$ cat src/design/retimer_lane_mode_control_consts.svh
// Offsets, field positions, reset values and encodings of the lane and mode control registers.
`ifndef RETIMER_LANE_MODE_CONTROL_CONSTS_SVH
`define RETIMER_LANE_MODE_CONTROL_CONSTS_SVH

`define LANE_POWER_CTL_OFFSET   8'h09
`define LINK_MODE_CTL_OFFSET    8'h0a

`define LANE_POWER_CTL_RESET    8'h02
`define LINK_MODE_CTL_RESET     8'hb1

`define LP_SWAP_BIT             7
`define LP_POLARITY_BIT         6
`define LP_ACTIVITY_BIT         4
`define LP_POWERDOWN_BIT        3
`define LP_SLEEP_INHIBIT_BIT    2
`define LP_RATE_MSB             1
`define LP_RATE_LSB             0

`define LM_SINK_BIT             7
`define LM_PASSTHRU_BLOCK_BIT   6
`define LM_ADAPTIVE_BIT         5
`define LM_EQ_ON_BIT            4
`define LM_COMMIT_BIT           2
`define LM_MODE_MSB             1
`define LM_MODE_LSB             0

`define RATE_RESET              2'h2
`define RATE_400K               2'h3
`define MODE_REDRIVER           2'h0
`define MODE_AUTO_CROSSOVER     2'h1
`define MODE_RESERVED           2'h2
`define MODE_RETIMER            2'h3
`define MODE_RESET              2'h1

`endif

$ cat src/design/retimer_lane_mode_control_pkg.sv
// Types shared by the lane and mode control register bank.
package retimer_lane_mode_control_pkg;

  // Decoded content of the lane and power control register.
  typedef struct packed {
    logic       laneSwap;
    logic       polarityInvert;
    logic       activityDetectEnable;
    logic       forcedPowerdown;
    logic       plugSenseSleepInhibit;
    logic [1:0] configBusRate;
  } lane_power_s;

  // Decoded content of the link mode control register.
  typedef struct packed {
    logic       sinkMode;
    logic       plugPassthruBlock;
    logic       adaptiveEqualizerSelect;
    logic       equalizerOn;
    logic [1:0] operatingModeSel;
  } link_mode_s;

  // Equalizer settings that reach the lanes through a commit, or directly while the link is idle.
  typedef struct packed {
    logic equalizerOn;
    logic adaptiveEqualizerSelect;
  } lane_eq_s;

endpackage : retimer_lane_mode_control_pkg

$ cat src/design/retimer_lane_mode_control.sv
// Lane swap, power, equalizer and operating mode control registers of the retimer.
//
// Notes on behaviour
// - Lane swap bit, reset off, both modes.
// - Polarity inversion bit, reset off, any mode but redriver.
// - Swap and polarity load from strap; pin mode.
// - Activity detect from strap; standby without data.
// - Forced powerdown bit enters lowest power state.
// - Clear inhibit: power down follows plug detect.
// - Config bus rate field, reset 100 Kbps.
// - Application side bit, reset sink.
// - Passthru block holds plug output deasserted.
// - Equalizer type bit, reset adaptive, host mode.
// - Equalizer enable bit, reset on, host mode.
// - Self-clearing commit applies staged lane settings.
// - No commit needed while idle or down.
// - Operating mode field, reset auto crossover.
// - Register access only with host select high.
// - Reserved bits read zero, ignore writes.
`timescale 1ns/1ns
`include "retimer_lane_mode_control_consts.svh"

module retimer_lane_mode_control
  import retimer_lane_mode_control_pkg::*;
(
  input  wire logic       core_clk,
  input  wire logic       reset,
  input  wire logic       regWrite,
  input  wire logic       regRead,
  input  wire logic [7:0] regAddr,
  input  wire logic [7:0] regWrData,
  output logic      [7:0] regRdData,
  input  wire logic       hostConfigSelect,
  input  wire logic       exchangeStrapPin,
  input  wire logic       activityStrapPin,
  input  wire logic       plugDetectIn,
  input  wire logic       outputEnablePin,
  input  wire logic       linkClockPresent,
  output logic            laneSwap,
  output logic            polarityInvert,
  output logic            activityDetectEnable,
  output logic            powerDown,
  output logic      [1:0] configBusRate,
  output logic            sinkMode,
  output logic            plugDetectOut,
  output logic            equalizerOn,
  output logic            adaptiveEqualizerSelect,
  output logic      [1:0] operatingModeSel,
  output logic            commitPulse
);

  // The six pin inputs come from the board, not from this clock domain.
  // Straps, host select, plug detect, output enable and link clock presence can all
  // change at any moment relative to core_clk, so a first stage may go metastable.
  // Only the second stage feeds any logic, which gives the first a full cycle to settle.
  // The cost is two cycles of latency on every pin, which the host never notices
  // at configuration bus speeds.
  // The synchroniser clears to zero in reset, so the bank starts in pin mode.
  // Straps therefore load into their fields for the first cycles after reset.
  // Host select must then be seen high for two edges before writes are accepted.
  // A host that writes at once after reset release loses that write.
  // Pin inputs pass two flip-flops; only the second stage is read.
  logic [5:0] pinMeta;
  logic [5:0] pinSync;
  always_ff @(posedge core_clk) begin
    if (reset) begin
      pinMeta <= 6'h00;
      pinSync <= 6'h00;
    end else begin
      pinMeta <= {hostConfigSelect, exchangeStrapPin, activityStrapPin,
                  plugDetectIn, outputEnablePin, linkClockPresent};
      pinSync <= pinMeta;
    end
  end

  // Synchronised pin levels, split out by name.
  // The order of the split must match the order of the concatenation above.
  logic hostSel;
  logic strapSwap;
  logic strapActivity;
  logic plugIn;
  logic oeIn;
  logic linkClk;
  assign {hostSel, strapSwap, strapActivity, plugIn, oeIn, linkClk} = pinSync;

  // Register state, applied lane state and registered outputs.
  lane_power_s lpReg,      lpNext;
  link_mode_s  lmReg,      lmNext;
  lane_eq_s    eqReg,      eqNext;
  logic [1:0]  modeReg,    modeNext;
  logic        fpdPrevReg, fpdPrevNext;
  logic        plugPrevReg, plugPrevNext;
  logic [7:0]  rdReg,      rdNext;
  logic        commitReg,  commitNext;
  logic        swapReg,    swapNext;
  logic        polReg,     polNext;
  logic        pdReg,      pdNext;
  logic        plugOutReg, plugOutNext;

  // Decoded strobes and apply conditions, all computed in the next-state process.
  // They are plain combinational helpers and hold no state of their own.
  // Keeping them named makes the write, commit and reload paths easy to follow.
  logic wrLp;
  logic wrLm;
  logic commitReq;
  logic noCommitNeeded;
  logic modeReload;

  // Next-state logic for the whole bank; the strap fields track their pins in pin mode.
  always_comb begin
    lpNext      = lpReg;
    lmNext      = lmReg;
    eqNext      = eqReg;
    modeNext    = modeReg;
    rdNext      = rdReg;
    fpdPrevNext = lpReg.forcedPowerdown;
    plugPrevNext = plugIn;

    wrLp = regWrite && hostSel && (regAddr == `LANE_POWER_CTL_OFFSET);
    wrLm = regWrite && hostSel && (regAddr == `LINK_MODE_CTL_OFFSET);

    // In pin mode the strap-loaded fields follow their pins on every cycle.
    // One exchange strap drives both the swap and the polarity field.
    // Host writes cannot land here in pin mode, since the write strobes need host select.
    // The other fields keep their last value, so leaving host mode loses only the swap, polarity and activity settings.
    if (!hostSel) begin
      lpNext.laneSwap             = strapSwap;
      lpNext.polarityInvert       = strapSwap;
      lpNext.activityDetectEnable = strapActivity;
    end

    // A host write is a whole byte and replaces every stored field at once.
    // The host must read, modify and write back to change a single field.
    // Bit 5 is reserved and has no storage, so writes to it vanish.
    if (wrLp) begin
      lpNext.laneSwap              = regWrData[`LP_SWAP_BIT];
      lpNext.polarityInvert        = regWrData[`LP_POLARITY_BIT];
      lpNext.activityDetectEnable  = regWrData[`LP_ACTIVITY_BIT];
      lpNext.forcedPowerdown       = regWrData[`LP_POWERDOWN_BIT];
      lpNext.plugSenseSleepInhibit = regWrData[`LP_SLEEP_INHIBIT_BIT];
      lpNext.configBusRate         = regWrData[`LP_RATE_MSB:`LP_RATE_LSB];
    end

    // Bit 3 is reserved and the commit bit is not stored.
    if (wrLm) begin
      lmNext.sinkMode                = regWrData[`LM_SINK_BIT];
      lmNext.plugPassthruBlock       = regWrData[`LM_PASSTHRU_BLOCK_BIT];
      lmNext.adaptiveEqualizerSelect = regWrData[`LM_ADAPTIVE_BIT];
      lmNext.equalizerOn             = regWrData[`LM_EQ_ON_BIT];
      lmNext.operatingModeSel        = regWrData[`LM_MODE_MSB:`LM_MODE_LSB];
    end

    // The stored equalizer fields are only staged values; the lanes see the applied copy.
    // A commit copies the staged values held before the commit write itself.
    // So a byte that both commits and changes the equalizer bits applies the old staging,
    // and the new bits wait for the next commit.
    // This keeps the applied copy glitch free while a transfer is in flight.
    // While the link is idle or powered down, no traffic can be disturbed,
    // so the applied copy simply tracks the staged one every cycle.
    // Staged equalizer settings reach the lanes on a commit, or directly while the link is idle.
    commitReq      = wrLm && regWrData[`LM_COMMIT_BIT];
    noCommitNeeded = !oeIn || !plugIn || lpReg.forcedPowerdown
                     || (!linkClk && lpReg.activityDetectEnable);
    if (commitReq || noCommitNeeded) begin
      eqNext.equalizerOn             = lmReg.equalizerOn;
      eqNext.adaptiveEqualizerSelect = lmReg.adaptiveEqualizerSelect;
    end

    // The operating mode reaches the lanes only on a power or plug transition.
    // Changing it under live traffic would retrain the link mid-stream.
    // Either edge of forced powerdown or of plug detect counts as a toggle.
    // The previous values are registered each cycle so a change shows for one cycle.
    // Right after reset the plug history reads low, so a plugged link reloads once.
    // That reload applies the reset mode and changes nothing visible.
    // A new crossover setting takes hold only when powerdown or plug detect toggles.
    // The reserved code is never applied; the lanes keep the previous mode.
    modeReload = (fpdPrevReg != lpReg.forcedPowerdown) || (plugPrevReg != plugIn);
    if (modeReload && (lmReg.operatingModeSel != `MODE_RESERVED)) begin
      modeNext = lmReg.operatingModeSel;
    end

    // A read strobe always updates the read byte, even when it is refused.
    // Refused reads and unmapped offsets answer zero, so no stale byte is returned.
    // Without a strobe the byte stands, which lets the front end shift it out slowly.
    // The read shows the stored fields, so a reserved mode code reads back as written.
    // Read data is registered; reserved bits and the commit bit read zero.
    if (regRead) begin
      rdNext = 8'h00;
      if (hostSel && (regAddr == `LANE_POWER_CTL_OFFSET)) begin
        rdNext[`LP_SWAP_BIT]                 = lpReg.laneSwap;
        rdNext[`LP_POLARITY_BIT]             = lpReg.polarityInvert;
        rdNext[`LP_ACTIVITY_BIT]             = lpReg.activityDetectEnable;
        rdNext[`LP_POWERDOWN_BIT]            = lpReg.forcedPowerdown;
        rdNext[`LP_SLEEP_INHIBIT_BIT]        = lpReg.plugSenseSleepInhibit;
        rdNext[`LP_RATE_MSB:`LP_RATE_LSB]    = lpReg.configBusRate;
      end else if (hostSel && (regAddr == `LINK_MODE_CTL_OFFSET)) begin
        rdNext[`LM_SINK_BIT]                 = lmReg.sinkMode;
        rdNext[`LM_PASSTHRU_BLOCK_BIT]       = lmReg.plugPassthruBlock;
        rdNext[`LM_ADAPTIVE_BIT]             = lmReg.adaptiveEqualizerSelect;
        rdNext[`LM_EQ_ON_BIT]                = lmReg.equalizerOn;
        rdNext[`LM_MODE_MSB:`LM_MODE_LSB]    = lmReg.operatingModeSel;
      end
    end

    // Next values of the registered outputs.
    // Each output has its own flip-flop so that none is driven through logic.
    // This costs one cycle of latency after the field changes.
    commitNext  = commitReq;
    swapNext    = lpReg.laneSwap;
    // Polarity inversion has no effect while the lanes run as a pure redriver.
    polNext     = lpReg.polarityInvert && (modeReg != `MODE_REDRIVER);
    // Plug-sensed sleep is suppressed by the inhibit bit; forced powerdown always wins.
    pdNext      = lpReg.forcedPowerdown || (!lpReg.plugSenseSleepInhibit && !plugIn);
    plugOutNext = plugIn && !lmReg.plugPassthruBlock;
  end

  // Reset is synchronous, so every flip-flop here clears on a clock edge.
  // The stored fields take their documented reset values.
  // The applied copies start equal to them, so no commit is needed after reset.
  // Register stage for the bank; reset values are constants only.
  always_ff @(posedge core_clk) begin
    if (reset) begin
      lpReg.laneSwap              <= 1'b0;
      lpReg.polarityInvert        <= 1'b0;
      lpReg.activityDetectEnable  <= 1'b0;
      lpReg.forcedPowerdown       <= 1'b0;
      lpReg.plugSenseSleepInhibit <= 1'b0;
      lpReg.configBusRate         <= `RATE_RESET;
      lmReg.sinkMode                <= 1'b1;
      lmReg.plugPassthruBlock       <= 1'b0;
      lmReg.adaptiveEqualizerSelect <= 1'b1;
      lmReg.equalizerOn             <= 1'b1;
      lmReg.operatingModeSel        <= `MODE_RESET;
      eqReg.equalizerOn             <= 1'b1;
      eqReg.adaptiveEqualizerSelect <= 1'b1;
      modeReg     <= `MODE_RESET;
      fpdPrevReg  <= 1'b0;
      plugPrevReg <= 1'b0;
      rdReg       <= 8'h00;
      commitReg   <= 1'b0;
      swapReg     <= 1'b0;
      polReg      <= 1'b0;
      pdReg       <= 1'b0;
      plugOutReg  <= 1'b0;
    end else begin
      lpReg       <= lpNext;
      lmReg       <= lmNext;
      eqReg       <= eqNext;
      modeReg     <= modeNext;
      fpdPrevReg  <= fpdPrevNext;
      plugPrevReg <= plugPrevNext;
      rdReg       <= rdNext;
      commitReg   <= commitNext;
      swapReg     <= swapNext;
      polReg      <= polNext;
      pdReg       <= pdNext;
      plugOutReg  <= plugOutNext;
    end
  end

  // Fields that need no gating, except lane swap, come out of their register directly.
  // Gated outputs come out of their own flip-flop computed above.
  // Every output is taken straight from a flip-flop.
  assign regRdData               = rdReg;
  assign laneSwap                = swapReg;
  assign polarityInvert          = polReg;
  assign activityDetectEnable    = lpReg.activityDetectEnable;
  assign powerDown               = pdReg;
  assign configBusRate           = lpReg.configBusRate;
  assign sinkMode                = lmReg.sinkMode;
  assign plugDetectOut           = plugOutReg;
  assign equalizerOn             = eqReg.equalizerOn;
  assign adaptiveEqualizerSelect = eqReg.adaptiveEqualizerSelect;
  assign operatingModeSel        = modeReg;
  assign commitPulse             = commitReg;

endmodule : retimer_lane_mode_control

$ cat config.mk
export PLATFORM = sky130hd
export DESIGN_NAME = retimer_lane_mode_control
export DESIGN_NICKNAME = d
export VERILOG_FILES = /design/src/design/retimer_lane_mode_control_pkg.sv /design/src/design/retimer_lane_mode_control.sv
export VERILOG_INCLUDE_DIRS = /design/src /design/src/design
export SDC_FILE = /design/constraint.sdc
export NUM_CORES = 1
export LEC_CHECK = 0
export BUFFER_PORTS_ARGS = -buffer_cell sky130_fd_sc_hd__buf_2
export CORE_MARGIN = 2
export CORE_UTILIZATION = 30
export CTS_CLUSTER_DIAMETER = 60
export DETAILED_ROUTE_END_ITERATION = 6
export PLACE_DENSITY = 0.61
export RECOVER_POWER = 100
export SLEW_MARGIN = 20
export SYNTH_ARGS = -nofsm -noshare
export SYNTH_HDL_FRONTEND = slang
export SYNTH_SLANG_ARGS = --single-unit
$ cat constraint.sdc
create_clock -name core_clk -period 1.5 [get_ports core_clk]
set_input_delay 0.375 -clock core_clk [delete_from_list [all_inputs] [get_ports core_clk]]
set_output_delay 0.375 -clock core_clk [all_outputs]
set_load 0.03 [all_outputs]
==> results of run 1 <==
[stage by stage]
| stage | setup TNS (ns) | setup WS [ns] |
|---|---|---|
| after CTS | 0 | 0.1692 |
| after global routing | 0 | 0.05772 |
| after global placement | -1.258 | -0.1292 |
| after floorplan | 0 | 0.1415 |
| after detailed placement | -1.305 | -0.1456 |
| final | 0 | 0.1226 |
[cells in the mapped netlist (2+ instances only)]
cell type and n:
nand3_1 4, dfxtp_1 44, nor2_1 19, a21oi_1 15
a221oi_1 5, nand2b_1 3, a21oi_2 2, xnor2_1 2
nor3_1 4, buf_4 4, nand4_1 2, nand2_1 9
and4_1 2, nor2b_1 25, mux2i_1 4, nor3b_1 3
clkbuf_1 5
[worst paths after layout]
kind                                         end  cells past startpoint              from
worst min register to register        pinSync[1]                      1        pinMeta[1]
worst max-delay path            configBusRate[0]                      1  configBusRate[0]
worst max register to register      regRdData[6]                      4        pinSync[5]
worst min-delay path                  pinMeta[4]                      2  exchangeStrapPin
[layout make-up]
cell class	count	area, um^2
Clock inverter	3	23.77
Fill cell	541	3128
Clock buffer	5	68.82
Timing Repair Buffer	55	274.0
Multi-Input combinational cell	109	676.9
Tap cell	70	87.58
Sequential cell	44	880.8
[power by group]
group	total [mW]	switching, mW	leakage, nW	internal (mW)
Combinational	0.138	0.0775	0.389	0.0608
Sequential	1.20	0.0110	0.358	1.19
Clock	0.750	0.420	0.0404	0.330
Total	2.09	0.508	0.788	1.58
[flip-flops by register name, indices dropped and copies added (netlist names), 2 cells and up]
signal,count
configBusRate,2
lmReg,5
lpReg,2
operatingModeSel,2
pinMeta,6
pinSync,6
regRdData,8
[logic make-up (layout without fill, tap and decap cells)]
logic type                after synthesis  after routing  synth area share (%)
xor gates and xnor gates                2              2                 1.084
AOI/OAI and AO/OA                      24             24                 9.752
and+or+nand+nor                        79             79                 28.64
buffers and inverters                  11             63                 3.560
DFF                                    44             44                 54.49
muxes                                   4              4                 2.477
[worst register-to-register path, stage by stage, from the launching register on]
cell and delay, ns:
dfxtp_1 0.37, and4_1 0.20, clkbuf_2 0.17, a221oi_1 0.31, nor2_1 0.06
[routing by layer]
layer  routed length [um]  global-route usage (%)  share of wire, %  up-vias
met2                 1530                   20.17                43       35
li1                     -                       -                 -      661
met4                   57                   4.821               1.6        0
met3                  201                   3.605               5.7        7
met5                    0                       0                 0        -
met1                 1734                   16.52                49      566
==> impl_metrics.csv, run 1 <==
group,metric,value,unit
route,first_iter_violations,59,
route,num_vias,1269,
placement,dp_hpwl,2.530,mm
sta,drv_slew,0,
critical_path,cp_slowest_stage_delay,0.36,ns
layout,finish.utilization,39.14,%
pwr,ir_drop,0.5064,mV
min_path,min_path_type,"in -> reg",
clocking,cts_tree,"done",
route,detail_route.wl_per_cell,12.32,um
critical_path,crit_path_start_kind,"flip-flop",
layout,diodes,0,
critical_path,end_kind,"output pin",
route,dr.pass1.iters,4,
synth,postSynthCellCount,164,
sta,slew_headroom,60.41,%
sta,finalCriticalPeriod,1.377,ns
die,die_x,77.41,um
sta,timing.hold.ws,0.2778,ns
clocking,post_cts_resized,0,
critical_path,cp.required,1.12,ns
pwr,total_power,2.091,mW
clocking,clock-sinks,44,
pwr,leakage,0.7879,nW
pwr,cellPowerDensity,1039,nW/um^2
clocking,cts_setup_buffers,0,
route,viasPerCell,4.437,
synth,synth_nets,190,
clocking,clock_latency,0.30,ns
synth,synth_area_leaders,"dfxtp_1, nor2b_1, a21oi_1",
synth,synth_cell_types,29,
placement,dpl-instance-area,1957,um^2
critical_path,cp_slowest_cell,"dfxtp_1",
synth,yosysWarnings,0,
die,die_area,5992,um^2
layout,finalNonFillerCells,286,
synth,synth_ff_type,"dfxtp_1",
critical_path,path_buf_inv,1,
sta,setup_viol,0,
placement,portBuffers,46,
synth,ys_seq_area_share,54.49,%
synth,synth_edf_count,0,
layout,drive_above_1_share,21.30,%
sta,hold_viol,0,
global_routing,grt_start_max_net_pins,34,
layout,layout-area-overhead-vs-synth,24.46,%
layout,layout_common_cells,"dfxtp_1, nor2b_1, buf_2, clkbuf_1, nor2_1",
synth,avgSynthCellArea,9.857,um^2
clocking,ctsHoldBuffers,0,
placement,dpl.cell_count,278,
clocking,clkSlewWorstSetupHoldPaths,0.09,ns
clocking,cts.path.max_buffers,2,
die,design.core.area,5140,um^2
synth,post-synth-top-area-cell,"dfxtp_1",
clocking,cts_root_buf,"clkbuf_8",
critical_path,worstPathArrival,1.00,ns
job,max_cap_violations,0,
critical_path,worstSetupPathType,"reg -> out",
global_routing,grt_pass1_wl,5.947,mm
layout,final_cell_area,2012,um^2
sta,clock_skew,0.006681,ns
die,ioPinCount,47,
route,totalWireLength,3.523,mm
synth,yosysTopAreaCellShare,54.49,%
die,initial_core_util,31.45,%
placement,place_congestion,0.7737,
sta,fin_crit_sh,91.83,%
critical_path,crit_family,"flip-flops",
layout,fin_nets,241,
critical_path,crit_chain,"clkbuf_1",
critical_path,r2r_slack,0.27,ns
sta,worst_slew_pin_slew,0.5939,ns
route,drc_errors,0,
global_routing,grt_pass1_vias,1275,
global_routing,grt_remaining_overflow,0,
clocking,cts_buffers,5,
global_routing,grt_usage,12.74,%
synth,netlist_area,1617,um^2
synth,synthArstFlopShare,0,%
clocking,h-tree-depth,2,
die,die_h,77.41,um
sta,grt_setup_unrepaired,"false",
sta,max_freq,0.7260,GHz
global_routing,antenna_found_initial,0,
synth,synth-seq-cells,44,
die,rows,26,
route,ant_nets,0,
critical_path,crit_fanout,3,
layout,mostFrequentLayoutCell,"dfxtp_1",
run_status,outcome,"complete, no violations",
(Power assumes the default switching activity.)
==> run 2, diff against run 1 <==
PLACE_DENSITY = unset   (was 0.61)
==> run 2 against run 1 <==
Against the previous run: sequential power about the same; maximum frequency increased by 1.0%; register-to-register slack worse by 0.07 ns; cell area decreased by 0.68%; die area is the same; wire length shrank 2.8%; clock-buffer cell count rose by 3; sequential cell count is the same; first-iteration DRC count rose by 3.4%; critical endpoint unchanged; sequential share of layout area up 0.30 points.
==> impl_metrics.csv, run 2 (synthesis gave the netlist of run 1 again) <==
group,metric,value,unit
sta,timing.hold.ws,0.2871,ns
critical_path,cp_slowest_stage_delay,0.36,ns
layout,fin_nets,241,
placement,portBuffers,46,
pwr,p_seq_share,57.6,%
die,ioPinCount,47,
sta,clock_skew,0.01069,ns
critical_path,end_kind,"output pin",
pwr,switchingPower,0.4682,mW
clocking,ctsHoldBuffers,0,
layout,drive_above_1_share,21.76,%
layout,mostFrequentLayoutCell,"dfxtp_1",
layout,layout_common_cells,"dfxtp_1, nor2b_1, buf_2, clkbuf_1, nor2_1",
die,die_x,77.41,um
critical_path,cp_slowest_cell,"dfxtp_1",
clocking,cts_root_buf,"clkbuf_8",
sta,slew_headroom,52.10,%
job,max_cap_violations,0,
critical_path,crit_family,"flip-flops",
route,viasPerCell,4.517,
critical_path,cp.required,1.12,ns
sta,finalCriticalPeriod,1.363,ns
pwr,ir_drop,0.5674,mV
die,design.core.area,5140,um^2
pwr,total_power,2.092,mW
clocking,cts_setup_buffers,0,
die,die_area,5992,um^2
sta,fin_ws,0.1369,ns
clocking,cts.path.max_buffers,2,
layout,largest_reg_flops,8,
global_routing,grt_usage,12.37,%
pwr,cellPowerDensity,1047,nW/um^2
placement,dp_slack,-0.1155,ns
sta,max_freq,0.7336,GHz
route,totalWireLength,3.423,mm
global_routing,grt_pass1_vias,1166,
route,num_vias,1292,
min_path,worstHoldStart,"plugDetectIn",
global_routing,grt_start_max_net_pins,37,
route,first_iter_violations,61,
critical_path,path_buf_inv,1,
pwr,leakage,0.7950,nW
critical_path,critPathLaunch,"configBusRate[0]",
pwr,p_int,1.624,mW
run_status,outcome,"complete, no violations",
placement,dp_hpwl,2.450,mm
layout,diodes,0,
sta,fin_crit_sh,90.87,%
critical_path,crit_path_start_kind,"flip-flop",
sta,drv_slew,0,
clocking,clock-sinks,44,
route,detail_route.wl_per_cell,11.97,um
pwr,sw_frac_of_total,22.38,%
layout,n_fill_cell,589,
clocking,clkSlewWorstSetupHoldPaths,0.08,ns
critical_path,worstSetupPathType,"reg -> out",
global_routing,antenna_found_initial,0,
global_routing,grt_remaining_overflow,0,
pwr,p_comb_share,6.2,%
critical_path,reg2reg_from,"pinSync[5]",
critical_path,crit_fanout,3,
pwr,power_frac_clock,36.2,%
sta,setup_viol,0,
die,initial_core_util,31.45,%
clocking,cts_tree,"done",
clocking,clock_latency,0.30,ns
sta,hold_viol,0,
clocking,post_cts_resized,0,
sta,grt_setup_unrepaired,"false",
route,drc_errors,0,
min_path,min_path_type,"in -> reg",
clocking,h-tree-depth,2,
clocking,cts_buffers,5,
layout,finish.utilization,38.88,%
critical_path,worstPathArrival,0.99,ns
route,dr.pass1.iters,6,
sta,tns,0,ns
critical_path,crit_chain,"clkbuf_1",
die,rows,26,
die,die_h,77.41,um
layout,layout-area-overhead-vs-synth,23.61,%
sta,worst_slew_pin_slew,0.7185,ns
global_routing,grt_pass1_wl,5.720,mm
route,ant_nets,0,
placement,place_congestion,0.7726,
[run 2: cell count changes in the layout (fill, tap and decap cells not counted), sizes merged]
cell,delta
buf,-1
clkbuf,+4
clkinv,-1
clkinvlp,-2
[run 2: final cells by class]
type / count / area (um^2) / area share (%)
Clock buffer: 8 / 90.09 / 4.508
Tap cell: 70 / 87.58 / 4.383
Sequential cell: 44 / 880.8 / 44.08
Multi-Input combinational cell: 109 / 678.2 / 33.94
Timing Repair Buffer: 55 / 261.5 / 13.09
[run 2: power by group through the flow]
| stage | Sequential, mW | Combinational, mW | Clock (mW) |
|---|---|---|---|
| detailed placement | 1.23 | 0.141 | 0 |
| CTS | 1.20 | 0.141 | 0.785 |
| global placement | 1.23 | 0.140 | 0 |
| finish | 1.20 | 0.130 | 0.757 |
| global route | 1.21 | 0.144 | 0.832 |
| floorplan | 1.24 | 0.0577 | 0 |
[run 2: routing by layer]
layer	part of all wire (%)	track usage, %
met4	1.4	5.357
met2	46	18.87
met1	47	15.91
met5	0	0
met3	5.6	4.186
[run 2: through the flow]
stage,instance area (um^2),instances
4_1_cts,2047,286
6_report,1998,286
2_1_floorplan,1617,164
3_3_place_gp,1957,278
3_5_place_dp,1957,278
5_1_grt,1998,286
[run 2: path summary, 6_finish.rpt]
check | end | slack [ns] | cells past startpoint
max | configBusRate[0] | 0.14 | 1
min reg2reg | pinSync[0] | 0.44 | 1
max reg2reg | regRdData[0] | 0.20 | 4
min | pinMeta[2] | 0.29 | 2
==> run 3, diff against run 2 <==
MAX_ROUTING_LAYER = met4   (was unset)
==> run 3 against run 2 <==
Against the previous run: power hardly changed; final cell count stayed put; sequential share of layout area stayed put; via count stayed put; clock power hardly changed; largest cell class unchanged; maximum frequency hardly changed; worst setup slack hardly changed; critical path depth stayed put; wire length stayed put; global-route usage is 0.40 points higher; sequential power hardly changed.
==> impl_metrics.csv, run 3 (synthesis gave the netlist of run 1 again) <==
group,metric,value,unit
global_routing,grt_start_max_net_pins,37,
clocking,clkSlewWorstSetupHoldPaths,0.08,ns
layout,finish.utilization,38.88,%
sta,fin_crit_sh,90.88,%
critical_path,crit_fanout,3,
layout,largest_reg_flops,8,
sta,finalCriticalPeriod,1.363,ns
layout,drive_above_1_share,21.76,%
route,ant_nets,0,
pwr,total_power,2.092,mW
route,dr.pass1.iters,6,
clocking,clock_latency,0.30,ns
layout,layout_common_cells,"dfxtp_1, nor2b_1, buf_2, clkbuf_1, nor2_1",
layout,mostFrequentLayoutCell,"dfxtp_1",
sta,clock_skew,0.01069,ns
global_routing,top_usage_layer,"met2",
route,drc_errors,0,
route,num_vias,1292,
global_routing,grt.met1_usage,16.20,%
critical_path,crit_family,"flip-flops",
clocking,h-tree-depth,2,
clocking,cts.path.max_buffers,2,
run_status,outcome,"complete, no violations",
job,max_cap_violations,0,
pwr,leakage,0.7950,nW
die,initial_core_util,31.45,%
route,totalWireLength,3.423,mm
critical_path,worstPathArrival,0.99,ns
sta,slew_headroom,52.10,%
sta,hold_viol,0,
global_routing,grt_pass1_vias,1160,
placement,dp_hpwl,2.450,mm
sta,max_freq,0.7336,GHz
sta,drv_slew,0,
clocking,cts_root_buf,"clkbuf_8",
clocking,cts_tree,"done",
clocking,cts_buffers,5,
route,first_iter_violations,61,
placement,dpl-instance-area,1957,um^2
global_routing,grt_use_met2,18.70,%
critical_path,cp_slowest_cell,"dfxtp_1",
route,detail_route.wl_per_cell,11.97,um
critical_path,worstSetupPathType,"reg -> out",
sta,setup_viol,0,
global_routing,grt_pass1_wl,5.740,mm
sta,timing.hold.ws,0.2871,ns
critical_path,cp_slowest_stage_delay,0.36,ns
pwr,ir_drop,0.5674,mV
pwr,cellPowerDensity,1047,nW/um^2
layout,diodes,0,
clocking,cts_setup_buffers,0,
placement,place_congestion,0.7831,
layout,final_cell_area,1998,um^2
die,rows,26,
die,design.core.area,5140,um^2
critical_path,cp.required,1.12,ns
layout,layout-area-overhead-vs-synth,23.61,%
clocking,ctsHoldBuffers,0,
clocking,post_cts_resized,0,
die,die_x,77.41,um
critical_path,path_buf_inv,1,
global_routing,antenna_found_initial,0,
layout,fin_nets,241,
critical_path,crit_chain,"clkbuf_1",
critical_path,crit_path_start_kind,"flip-flop",
die,die_h,77.41,um
clocking,clock-sinks,44,
min_path,min_path_type,"in -> reg",
sta,grt_setup_unrepaired,"false",
critical_path,end_kind,"output pin",
global_routing,grt_usage,12.77,%
layout,n_fill_cell,589,
global_routing,use_met3,4.186,%
die,die_area,5992,um^2
placement,portBuffers,46,
sta,worst_slew_pin_slew,0.7185,ns
route,viasPerCell,4.517,
die,ioPinCount,47,
global_routing,grt_remaining_overflow,0,
run 3: cell counts in the layout (fill, tap and decap cells not counted):
Identical to the previous run, type by type.
run 3: worst paths after layout:
check | start | end | slack [ns] | cells after the start
max | configBusRate[0] | configBusRate[0] | 0.14 | 1
min | plugDetectIn | pinMeta[2] | 0.29 | 2
min reg2reg | pinMeta[0] | pinSync[0] | 0.44 | 1
max reg2reg | pinSync[5] | regRdData[0] | 0.20 | 4
run 3: report_power, final:
part | total (mW) | switching, mW | internal, mW | leakage [nW]
clock network | 0.757 | 0.381 | 0.376 | 0.0455
registers | 1.20 | 0.0120 | 1.19 | 0.358
logic | 0.130 | 0.0747 | 0.0555 | 0.391
total | 2.09 | 0.468 | 1.62 | 0.795
run 3: layer usage:
layer,vias up,part of all wire [%]
li1,667,-
met1,590,47
met2,30,46
met3,5,5.6
met4,0,1.4
met5,-,0
run 3: cell type report:
cell class | count | area, um^2 | share of cell area [%]
sequential | 44 | 880.8 | 44.08
multi-input combinational | 109 | 678.2 | 33.94
timing repair buffer | 55 | 261.5 | 13.09
clock buffer | 8 | 90.09 | 4.508
tap | 70 | 87.58 | 4.383
run 3: per-stage QoR:
stage               setup TNS [ns]  std cells  worst slack [ns]
floorplan                        0        164            0.1415
global placement           -0.6596        278          -0.07568
detailed placement          -1.218        278           -0.1155
CTS                              0        286            0.1962
global route                     0        286           0.05985
finish                           0        286            0.1369
